**src/common/sbfw_pkg.sv**
```systemverilog
package sbfw_pkg;
    // ==========================================================
    // register map
    localparam logic [7:0] CTRL_ADDR = 8'h27;
    localparam int FLUSH_BIT = 7;
    localparam int KEEP_BIT = 6;
    localparam int THR_MSB = 5;
    localparam logic [7:0] CTRL_RESET = 8'h00;
    localparam logic [5:0] THR_RESET = 6'h00;

    // ==========================================================
    // buffer geometry and mode encodings
    localparam logic [5:0] BUF_DEPTH = 6'h20;
    localparam logic [1:0] MODE_DISABLED = 2'h0;
    localparam logic [1:0] MODE_STREAM = 2'h1;
    localparam logic [1:0] MODE_STOP = 2'h2;
    localparam logic [1:0] MODE_TRIGGERED = 2'h3;
    localparam logic [4:0] GATE_CNT_RESET = 5'h00;
    localparam logic [7:0] ASLP_RESET = 8'h00;

    typedef enum logic [1:0] {
        TRIG_ARMED,
        TRIG_CAPTURE,
        TRIG_DONE
    } sbfw_trig_e;

    // buffer status seen by the rest of the device
    typedef struct packed {
        logic overflow_flag;
        logic watermark_flag;
        logic [5:0] sample_count;
    } sbfw_status_s;

    // gate fields of system_state_reg
    typedef struct packed {
        logic gate_err;
        logic [4:0] gate_cnt;
    } sbfw_gate_s;
endpackage

```
**src/sbfw_ctrl.sv**
```systemverilog
`timescale 1ns/1ns
module sbfw_ctrl
    import sbfw_pkg::*;
(
    input wire logic core_clk,
    input wire logic rst_n,
    input wire logic [7:0] reg_addr,
    input wire logic reg_wr,
    input wire logic [7:0] reg_wdata,
    input wire logic reg_rd,
    output logic [7:0] reg_rdata,
    input wire logic [1:0] buf_mode,
    input wire logic sample_wr,
    input wire logic sample_rd,
    input wire logic trigger_evt,
    input wire logic gate_err_set,
    input wire logic gate_cnt_inc,
    input wire logic [7:0] autosleep_period,
    input wire logic odr_tick,
    input wire logic wake_evt,
    output sbfw_status_s status,
    output sbfw_gate_s gate,
    output logic sleep_mode
);
    // ==========================================================
    // control register
    logic keep_awake_q;
    logic [5:0] thr_q;
    logic flush_q;
    logic ctrl_hit;
    assign ctrl_hit = reg_wr && (reg_addr == CTRL_ADDR);
    // settings store; flush is a one-cycle pulse, never stored
    always_ff @(posedge core_clk or negedge rst_n) begin
        if (!rst_n) begin
            keep_awake_q <= CTRL_RESET[KEEP_BIT];
            thr_q <= THR_RESET;
            flush_q <= CTRL_RESET[FLUSH_BIT];
        end else begin
            flush_q <= ctrl_hit && reg_wdata[FLUSH_BIT];
            if (ctrl_hit) begin
                keep_awake_q <= reg_wdata[KEEP_BIT];
                thr_q <= reg_wdata[THR_MSB:0];
            end
        end
    end
    // readback; bit 7 is hard zero so the pulse is never seen
    always_ff @(posedge core_clk or negedge rst_n) begin
        if (!rst_n) begin
            reg_rdata <= CTRL_RESET;
        end else if (reg_rd && reg_addr == CTRL_ADDR) begin
            reg_rdata <= {1'b0, keep_awake_q, thr_q};
        end else begin
            reg_rdata <= CTRL_RESET;
        end
    end

    // ==========================================================
    // sample count and trigger sequencing
    logic flush_all;
    logic [5:0] cnt_q;
    logic [5:0] cnt_d;
    logic ovf_q;
    logic wmrk_q;
    logic ovf_evt;
    logic accept;
    logic drop_old;
    logic take_rd;
    sbfw_trig_e trig_q;
    // disabling the buffer is treated exactly like a flush
    assign flush_all = flush_q || (buf_mode == MODE_DISABLED);
    assign take_rd = sample_rd && (cnt_q != 6'h00);
    // decide whether an incoming sample is stored and what it evicts
    always_comb begin
        accept = 1'b0;
        drop_old = 1'b0;
        ovf_evt = 1'b0;
        case (buf_mode)
            MODE_STREAM: begin
                accept = sample_wr;
                drop_old = sample_wr && cnt_q == BUF_DEPTH && !take_rd;
                ovf_evt = drop_old;
            end
            MODE_STOP: begin
                accept = sample_wr && cnt_q != BUF_DEPTH;
                ovf_evt = sample_wr && cnt_q == BUF_DEPTH;
            end
            MODE_TRIGGERED: begin
                if (trig_q == TRIG_ARMED) begin
                    // pre-trigger window slides at threshold depth
                    accept = sample_wr && thr_q != 6'h00;
                    drop_old = accept && cnt_q >= thr_q && !take_rd;
                end else if (trig_q == TRIG_CAPTURE) begin
                    accept = sample_wr && cnt_q != BUF_DEPTH;
                    ovf_evt = accept && cnt_q == BUF_DEPTH - 6'h01
                        && !take_rd;
                end
            end
            default: begin
                accept = 1'b0;
            end
        endcase
    end
    // next count; flush dominates any concurrent sample traffic
    always_comb begin
        cnt_d = cnt_q;
        if (flush_all) begin
            cnt_d = 6'h00;
        end else if (accept && !drop_old && !take_rd) begin
            cnt_d = cnt_q + 6'h01;
        end else if (take_rd && !(accept && !drop_old)) begin
            cnt_d = cnt_q - 6'h01;
        end
    end

    always_ff @(posedge core_clk or negedge rst_n) begin
        if (!rst_n) begin
            cnt_q <= 6'h00;
        end else begin
            cnt_q <= cnt_d;
        end
    end
    // trigger state: armed, collecting until the buffer holds 32, frozen
    always_ff @(posedge core_clk or negedge rst_n) begin
        if (!rst_n) begin
            trig_q <= TRIG_ARMED;
        end else if (buf_mode != MODE_TRIGGERED || flush_all) begin
            trig_q <= TRIG_ARMED;
        end else begin
            case (trig_q)
                TRIG_ARMED: begin
                    if (trigger_evt) begin
                        trig_q <= TRIG_CAPTURE;
                    end
                end
                TRIG_CAPTURE: begin
                    if (ovf_evt) begin
                        trig_q <= TRIG_DONE;
                    end
                end
                TRIG_DONE: begin
                    // re-armed once the host drains it completely
                    if (cnt_d == 6'h00) begin
                        trig_q <= TRIG_ARMED;
                    end
                end
                default: begin
                    trig_q <= TRIG_ARMED;
                end
            endcase
        end
    end
    // overflow: set beats a clear by reading in the same cycle
    always_ff @(posedge core_clk or negedge rst_n) begin
        if (!rst_n) begin
            ovf_q <= 1'b0;
        end else if (flush_all) begin
            ovf_q <= 1'b0;
        end else if (ovf_evt) begin
            ovf_q <= 1'b1;
        end else if (take_rd) begin
            ovf_q <= 1'b0;
        end
    end
    // watermark follows next count, so every count change re-evaluates
    always_ff @(posedge core_clk or negedge rst_n) begin
        if (!rst_n) begin
            wmrk_q <= 1'b0;
        end else begin
            wmrk_q <= (thr_q != 6'h00)
                && (cnt_d >= thr_q);
        end
    end

    assign status = '{overflow_flag: ovf_q, watermark_flag: wmrk_q,
        sample_count: cnt_q};

    // ==========================================================
    // gate fields of system_state_reg
    logic gate_clr;
    assign gate_clr = flush_all || (take_rd && cnt_d == 6'h00);
    // a gate error landing on the clear cycle still shows
    always_ff @(posedge core_clk or negedge rst_n) begin
        if (!rst_n) begin
            gate <= '{gate_err: 1'b0, gate_cnt: GATE_CNT_RESET};
        end else begin
            if (gate_err_set) begin
                gate.gate_err <= 1'b1;
            end else if (gate_clr) begin
                gate.gate_err <= 1'b0;
            end
            if (gate_clr) begin
                gate.gate_cnt <= GATE_CNT_RESET;
            end else if (gate_cnt_inc) begin
                gate.gate_cnt <= gate.gate_cnt + 5'h01;
            end
        end
    end

    // ==========================================================
    // auto wake/sleep timer
    logic gate_en;
    logic flags_or;
    logic flags_prev_q;
    logic buf_rise;
    logic buf_clear;
    logic [7:0] aslp_q;
    // keep-awake only counts in stream or stop mode
    assign gate_en = keep_awake_q
        && (buf_mode == MODE_STREAM || buf_mode == MODE_STOP);
    assign flags_or = ovf_q || wmrk_q;
    assign buf_rise = gate_en && flags_or && !flags_prev_q;
    // host action that dropped the flags restarts the timer
    assign buf_clear = gate_en && flags_prev_q && !flags_or;

    always_ff @(posedge core_clk or negedge rst_n) begin
        if (!rst_n) begin
            flags_prev_q <= 1'b0;
        end else begin
            flags_prev_q <= flags_or;
        end
    end
    // a flag merely held high does not refresh the timer, so
    // a host that never services it still lets the part sleep
    always_ff @(posedge core_clk or negedge rst_n) begin
        if (!rst_n) begin
            aslp_q <= ASLP_RESET;
            sleep_mode <= 1'b0;
        end else if (wake_evt || buf_rise || buf_clear) begin
            aslp_q <= ASLP_RESET;
            sleep_mode <= 1'b0;
        end else if (odr_tick && !sleep_mode
                     && autosleep_period != ASLP_RESET) begin
            if (aslp_q + 8'h01 >= autosleep_period) begin
                aslp_q <= ASLP_RESET;
                sleep_mode <= 1'b1;
            end else begin
                aslp_q <= aslp_q + 8'h01;
            end
        end
    end

    // ==========================================================
    // checks
    a_flush_empties: assert property (@(posedge core_clk)
        disable iff (!rst_n) flush_all |=> cnt_q == 6'h00 && !ovf_q)
        else $error("flush left samples or overflow");
    a_flush_gate: assert property (@(posedge core_clk)
        disable iff (!rst_n) flush_all && !gate_err_set
        |=> !gate.gate_err && gate.gate_cnt == 5'h00)
        else $error("flush left gate fields set");
    a_flush_selfclr: assert property (@(posedge core_clk)
        disable iff (!rst_n) flush_q |=> !flush_q || $past(ctrl_hit))
        else $error("flush bit did not self clear");
    a_read_zero: assert property (@(posedge core_clk)
        disable iff (!rst_n) 1'b1 |-> !reg_rdata[FLUSH_BIT])
        else $error("flush bit read back as one");
    a_wmrk_level: assert property (@(posedge core_clk)
        disable iff (!rst_n) $changed(cnt_q) && $stable(thr_q)
        |-> wmrk_q == (thr_q != 6'h00 && cnt_q >= thr_q))
        else $error("watermark flag wrong after count change");
    a_wmrk_zero: assert property (@(posedge core_clk)
        disable iff (!rst_n) thr_q == 6'h00 ##1 thr_q == 6'h00 |-> !wmrk_q)
        else $error("watermark raised with zero threshold");
    a_mode_ignore: assert property (@(posedge core_clk)
        disable iff (!rst_n) !gate_en && !wake_evt && odr_tick
        && !sleep_mode && autosleep_period != 8'h00
        && aslp_q + 8'h01 < autosleep_period
        |=> aslp_q == $past(aslp_q) + 8'h01)
        else $error("buffer flags touched timer while ignored");
    a_clear_wakes: assert property (@(posedge core_clk)
        disable iff (!rst_n) buf_clear |=> aslp_q == 8'h00 && !sleep_mode)
        else $error("flag clear did not restart timer");
    a_pre_cap: assert property (@(posedge core_clk)
        disable iff (!rst_n) buf_mode == MODE_TRIGGERED
        && trig_q == TRIG_ARMED && cnt_q <= thr_q && $stable(thr_q)
        |=> cnt_q <= $past(thr_q))
        else $error("pre-trigger store exceeded threshold");
    a_trig_stop: assert property (@(posedge core_clk)
        disable iff (!rst_n) buf_mode == MODE_TRIGGERED
        && trig_q == TRIG_DONE && !flush_all
        |-> !accept ##1 (ovf_q || !$past(ovf_q) || $past(take_rd)))
        else $error("collection continued after trigger fill");
endmodule

```
**config.mk**
```make
export PLATFORM = sky130hd
export DESIGN_NAME = sbfw_ctrl
export DESIGN_NICKNAME = d
export VERILOG_FILES = /design/src/common/sbfw_pkg.sv /design/src/sbfw_ctrl.sv
export SDC_FILE = /design/constraint.sdc
export NUM_CORES = 1
export LEC_CHECK = 0
export BUFFER_PORTS_ARGS = -buffer_cell sky130_fd_sc_hd__buf_2
export CORE_MARGIN = 1
export CORE_UTILIZATION = 59
export CTS_BUF_LIST = sky130_fd_sc_hd__clkbuf_4 sky130_fd_sc_hd__clkbuf_8 sky130_fd_sc_hd__clkbuf_16
export DETAILED_ROUTE_END_ITERATION = 6
export PLACE_DENSITY = 0.93
export SLEW_MARGIN = 20
export SYNTH_ARGS = -nofsm -noshare
export SYNTH_HDL_FRONTEND = slang
export SYNTH_SLANG_ARGS = --single-unit
```
**constraint.sdc**
```tcl
create_clock -name core_clk -period 8.2 [get_ports core_clk]
set_input_delay 1.23 -clock core_clk [delete_from_list [all_inputs] [get_ports core_clk]]
set_output_delay 1.23 -clock core_clk [all_outputs]
set_load 0.01 [all_outputs]
```
# [Word level (Yosys, flattened, before mapping)]
# Cells that the tools add are included.
# Widths: inputs -> output; s select.
[word_totals] input_bits=37 register_bits=42 memories=0 ram_bits=0 rom_bits=0 latchBits=0 word_cells=113
[op_classes] multipliers=0 n_bitwise=0 shift=0 n_addsub=4 magnitude_cmp=3 muxes=30 n_eq_ne=13 n_reduce_logical=50 div_mod_pow=0
[ops] op="$logic_and 1x1->1" count=24
[ops] op="$mux 8" count=3
[ops] op="$mux 6" count=3
[ops] op="$mux 1" count=13
[ops] op="$ge 6x6->1" count=2
[ops] op="$reduce_bool 6->1" count=2
[ops] op="$mux 5" count=2
[ops] op="$add 8x1->8 const B" count=1
[ops] op="$eq 8x6->1 const B" count=1
[ops] op="$ge 8x8->1" count=1
[ops] op="$mux 2" count=4
[ops] op="$reduce_bool 2->1" count=4
[ops] op="$reduce_bool 8->1" count=1
[ops] op="$logic_or 1x1->1" count=7
[ops] op="$mux 7" count=1
[ops] op="$add 6x1->6 const B" count=1
[ops] op="$eq 2x2->1 const B" count=3
[ops] op="$eq 6x5->1 const B" count=1
[ops] op="$eq 6x6->1 const B" count=1
[ops] op="$logic_not 1->1" count=6
[ops] op="$logic_not 6->1" count=1
[ops] op="$ne 3x2->1 const B" count=2
[ops] op="$ne 6x6->1 const B" count=1
[ops] op="$pmux 1 s3" count=2
[ops] op="other kinds (11)" count=13

# [Longest topological paths before layout]
[logic_depth] word_depth=18 depth_mapped=19

# [Worst setup path after synthesis]
# No wires, ideal clock.
[synth_timing] path_kind="input-to-reg" startpoint="input buf_mode[0]" endpoint="register wmrk_q" cell_stages=19 slack_ps=4406 required_time_ps=8082 arrival_ps=3677 path_buffers=0 setup_ps=118 cell_sequence="inv_1 ha_1 or2b_1 a311oi_1 a21oi_2 a21oi_2 nand2_1 nand2_1 xnor2_1 nand2_1 ha_1 nand2b_1 a21o_1 a21oi_1 nor2b_1 o21ai_0 nand2b_1 a21oi_1 nor2_1"
[synth_between] elab_chain_cells=11
[synth_lines] item="start, declared" line_no="sbfw_ctrl.sv:12" rtl="input wire logic [1:0] buf_mode,"
[synth_lines] item="$eq 2x2->1 / $eq 2x1->1 (equally long branches)" line_no="sbfw_ctrl.sv:77" rtl="case (buf_mode)"
[synth_lines] item="$pmux 1 s2" line_no="sbfw_ctrl.sv:77"
[synth_lines] item="$logic_not 1->1" line_no="sbfw_ctrl.sv:108, sbfw_ctrl.sv:110"
[synth_lines] item="$logic_and 1x1->1" line_no="sbfw_ctrl.sv:108, sbfw_ctrl.sv:110"
[synth_lines] item="$logic_not 1->1" line_no="sbfw_ctrl.sv:110" rtl="end else if (take_rd && !(accept && !drop_old)) begin"
[synth_lines] item="$logic_and 1x1->1" line_no="sbfw_ctrl.sv:110"
[synth_lines] item="$mux 6" line_no="sbfw_ctrl.sv:110"
[synth_lines] item="$mux 6" line_no="sbfw_ctrl.sv:108" rtl="end else if (accept && !drop_old && !take_rd) begin"
[synth_lines] item="$mux 6 *" line_no="sbfw_ctrl.sv:106" rtl="if (flush_all) begin"
[synth_lines] item="$ge 6x6->1 *" line_no="sbfw_ctrl.sv:170" rtl="&& (cnt_d >= thr_q);"
[synth_lines] item="$logic_and 1x1->1 *" line_no="sbfw_ctrl.sv:170"
[synth_lines] item="end signal, assigned" line_no="sbfw_ctrl.sv:169" rtl="wmrk_q <= (thr_q != 6'h00)"
[synth_lines] item="end, declared" line_no="sbfw_ctrl.sv:63" rtl="logic wmrk_q;"
# Mark *: on every way between the ends. The rest lies on a longest branch, timed or not.
# A chain may end at the register's enable or synchronous reset.

# [Worst setup path after layout]
# Same ends and word-level chain as after synthesis.

==> results.sh <==
export IMPL_numCtsBuffers=5
export IMPL_routed_wl_mm=6.07
export IMPL_critPathSlowestCell="ha_1"
export IMPL_skew_ns=0.00413
export IMPL_io_buffers=58
export IMPL_via_count=2314
export IMPL_fp_dieArea_um2=4930
export IMPL_grt_overflow=0
export IMPL_power_density_nw_per_um2=251
export IMPL_antenna_left=0
export IMPL_peakVddDrop_v=0.000183
export IMPL_synth_compound_area_frac=0.151
export IMPL_grt_pass1_wl_mm=10.4
export IMPL_grt_max_degree=42
export IMPL_ctsResizeCount=0
export IMPL_synth_xor_area_frac=0.0415
export IMPL_synth_seq_cells=41
export IMPL_viasPerCell=5.99
export IMPL_cp_end_kind="flop"
export IMPL_status="finished, final reports clean"
export IMPL_start_util=0.622
export IMPL_drive_gt1_frac=0.260
export IMPL_required_ns=8.39
export IMPL_multiInputGateArea_um2=1570
export IMPL_drt_pass1_iterations=4
export IMPL_antenna_found_initial=0
export IMPL_io_pin_count=60
export IMPL_wl_per_cell_um=15.7
export IMPL_cp_max_fo=14
export IMPL_cts_sinks=41
export IMPL_fin_nets=399
export IMPL_crit_top_cell="nand2_1"
export IMPL_grt_use_total=0.270
export IMPL_final_common_cell="buf_2"
export IMPL_tightest_slew_ns=1.03
export IMPL_final_cell_mix="buf_2 (58), dfrtp_1 (41), ha_1 (29)"
export IMPL_dp_cells=378
export IMPL_yosys_warnings=0
export IMPL_comb_power_share=0.403
export IMPL_clkPwrFrac=0.242
export IMPL_synth_mux_area_frac=0.0365
export IMPL_setup_viol=0
export IMPL_path_delay_family="compound AO/OA/AOI/OAI gates"
export IMPL_cts_root_buf="clkbuf_8"
export IMPL_syn_avg_cell_area_um2=9.91
export IMPL_start_kind="input port"
export IMPL_yosys_cell_types_count=54
export IMPL_place_gp_congestion=0.907
export IMPL_synthSimpleGateAreaFrac=0.208
export IMPL_hold_viol=0
export IMPL_hpwl_mm=4.51
export IMPL_syn_cell_area_um2=2740
export IMPL_clk_latency_ns=0.29
export IMPL_drv_cap=0
export IMPL_clkTransAtPathRegs_ns=0.08
export IMPL_fp_dieH_um=70.2
export IMPL_htree_levels=2
export IMPL_post_route_min_period_ns=4.28
export IMPL_cts_max_path_buffers=2
export IMPL_seq_area_frac_synth=0.374
export IMPL_tns_ns=0
export IMPL_slew_limit_headroom=0.305
export IMPL_cts_hold_buf=0
export IMPL_min_period_over_period=0.522
export IMPL_row_count=24
export IMPL_fillers=321
export IMPL_synthAdderAreaFrac=0.132
export IMPL_rsz0062_at_grt="no"
export IMPL_crit_chain="buf_2 -> inv_1 -> ha_1 -> or2b_1 -> a311oi_1 -> a21oi_2 -> a21oi_2 -> nand2_1 -> nand2_1 -> xnor2_1 -> nand2_1 -> ha_1 -> nand2b_1 -> a21o_1 -> a21oi_1 -> nor2b_1 -> o21ai_0 -> nand2b_1 -> a21oi_1 -> nor2_1"
export IMPL_worstPathArrival_ns=4.47
export IMPL_cts_tree="built"
export IMPL_grt_pass1_vias=2236
export IMPL_internal_power_uw=488
export IMPL_seq_area_um2=1030
export IMPL_crit_type="in2reg"
export IMPL_cp_num_buf_inv=2
export IMPL_fin_cells=386
export IMPL_p_seq_frac=0.355
export IMPL_antenna_cells=0
export IMPL_drv_slew=0
export IMPL_power_switching_uw=304
export IMPL_p_leak_uw=0.00162
export IMPL_drt_first_iter_violations=160
export IMPL_p_sw_frac=0.383
export IMPL_ys_flop_type="dfrtp_1"
export IMPL_fp_coreArea_um2=4410
export IMPL_die_w_um=70.2
export IMPL_slowest_delay_ns=0.29
export IMPL_synth_top_family_by_area="simple AND/OR/NAND/NOR gates"
export IMPL_netlist_instances=277
export IMPL_fmax_ghz=0.234
export IMPL_min_path_type="reg2reg"
export IMPL_synth_edff_count=0
export IMPL_syn_nets=343
export IMPL_postCtsSetupBuffers=0
export IMPL_drc=0
export IMPL_areaGrowthSynthToFinish_pct=15.0
export IMPL_synthArstFlopShare=1.00
power by group through the flow:
stage	sequential [uW]	combinational (uW)	clock, uW
after CTS	281	317	195
final	281	319	192
after global placement	283	293	0
after global routing	286	358	202
after detailed placement	285	307	0
after floorplan	277	229	0
final timing paths:
check / start / slack, ns / to / cells after the start
max in group asynchronous: rst_n / 6.59 / flags_prev_q / 1
max: buf_mode[0] / 3.92 / wmrk_q / 20
min in group asynchronous: rst_n / 1.06 / aslp_q[7] / 1
min reg2reg: aslp_q[7] / 0.52 / aslp_q[7] / 1
min: aslp_q[7] / 0.52 / aslp_q[7] / 1
max reg2reg: cnt_q[0] / 4.22 / wmrk_q / 19
sequential cells by signal (all words and copies together), names as in the netlist:
name,cells
aslp_q,8
reg_rdata,7
cnt_q,6
gate,6
thr_q,6
trig_q,2
flags_prev_q,1
flush_q,1
keep_awake_q,1
ovf_q,1
sleep_mode,1
wmrk_q,1
cell families after synthesis:
logic type / Yosys count
AOI/OAI and AO/OA: 54
DFF: 41
other: 1
buffers and inverters: 29
muxes: 9
adders and majority gates: 29
and+or+nand+nor: 101
xor gates and xnor gates: 13
stage by stage:
step / utilization / hold slack, ns / setup slack [ns] / power, uW / instance area, um2
finish: 0.715 / 0.515 / 3.92 / 792 / 3160
global route: 0.715 / 0.536 / 3.63 / 845 / 3160
CTS: 0.715 / 0.514 / 3.97 / 793 / 3160
detailed placement: 0.685 / 0.496 / 3.84 / 592 / 3020
global placement: 0.685 / 0.477 / 4.00 / 577 / 3020
floorplan: - / 0.435 / 4.41 / 506 / 2740
layer usage:
layer	up-vias	share of wire	GRT usage
met1	1098	0.42	0.339
li1	1117	-	-
met2	86	0.50	0.446
met3	13	0.059	0.0664
met4	0	0.023	0.111
met5	-	0	0
synth_stat cells, types with 5 or more instances:
cell / n / area, um2
and3_1: 9 / 56.3
nor2b_1: 7 / 43.8
xnor2_1: 5 / 43.8
nor4_1: 5 / 31.3
nand3_1: 8 / 40.0
nand2b_1: 8 / 50.1
nor3_1: 11 / 55.1
nand2_1: 21 / 78.8
o21ai_0: 5 / 25.0
xor2_1: 8 / 70.1
nor2_1: 15 / 56.3
dfrtp_1: 41 / 1030
ha_1: 29 / 363
inv_1: 20 / 75.1
a21oi_1: 6 / 30.0
a32o_1: 6 / 60.1
mux2_2: 8 / 90.1
layout make-up:
class                   count  share of cell area
clock buffers               5              0.0218
clock inverters             3              0.0206
inverters                  20              0.0238
multi-input cells         207               0.496
flip-flops and latches     41               0.325
well taps                  52              0.0206
repair buffers             58              0.0920
(Power assumes the default switching activity.)
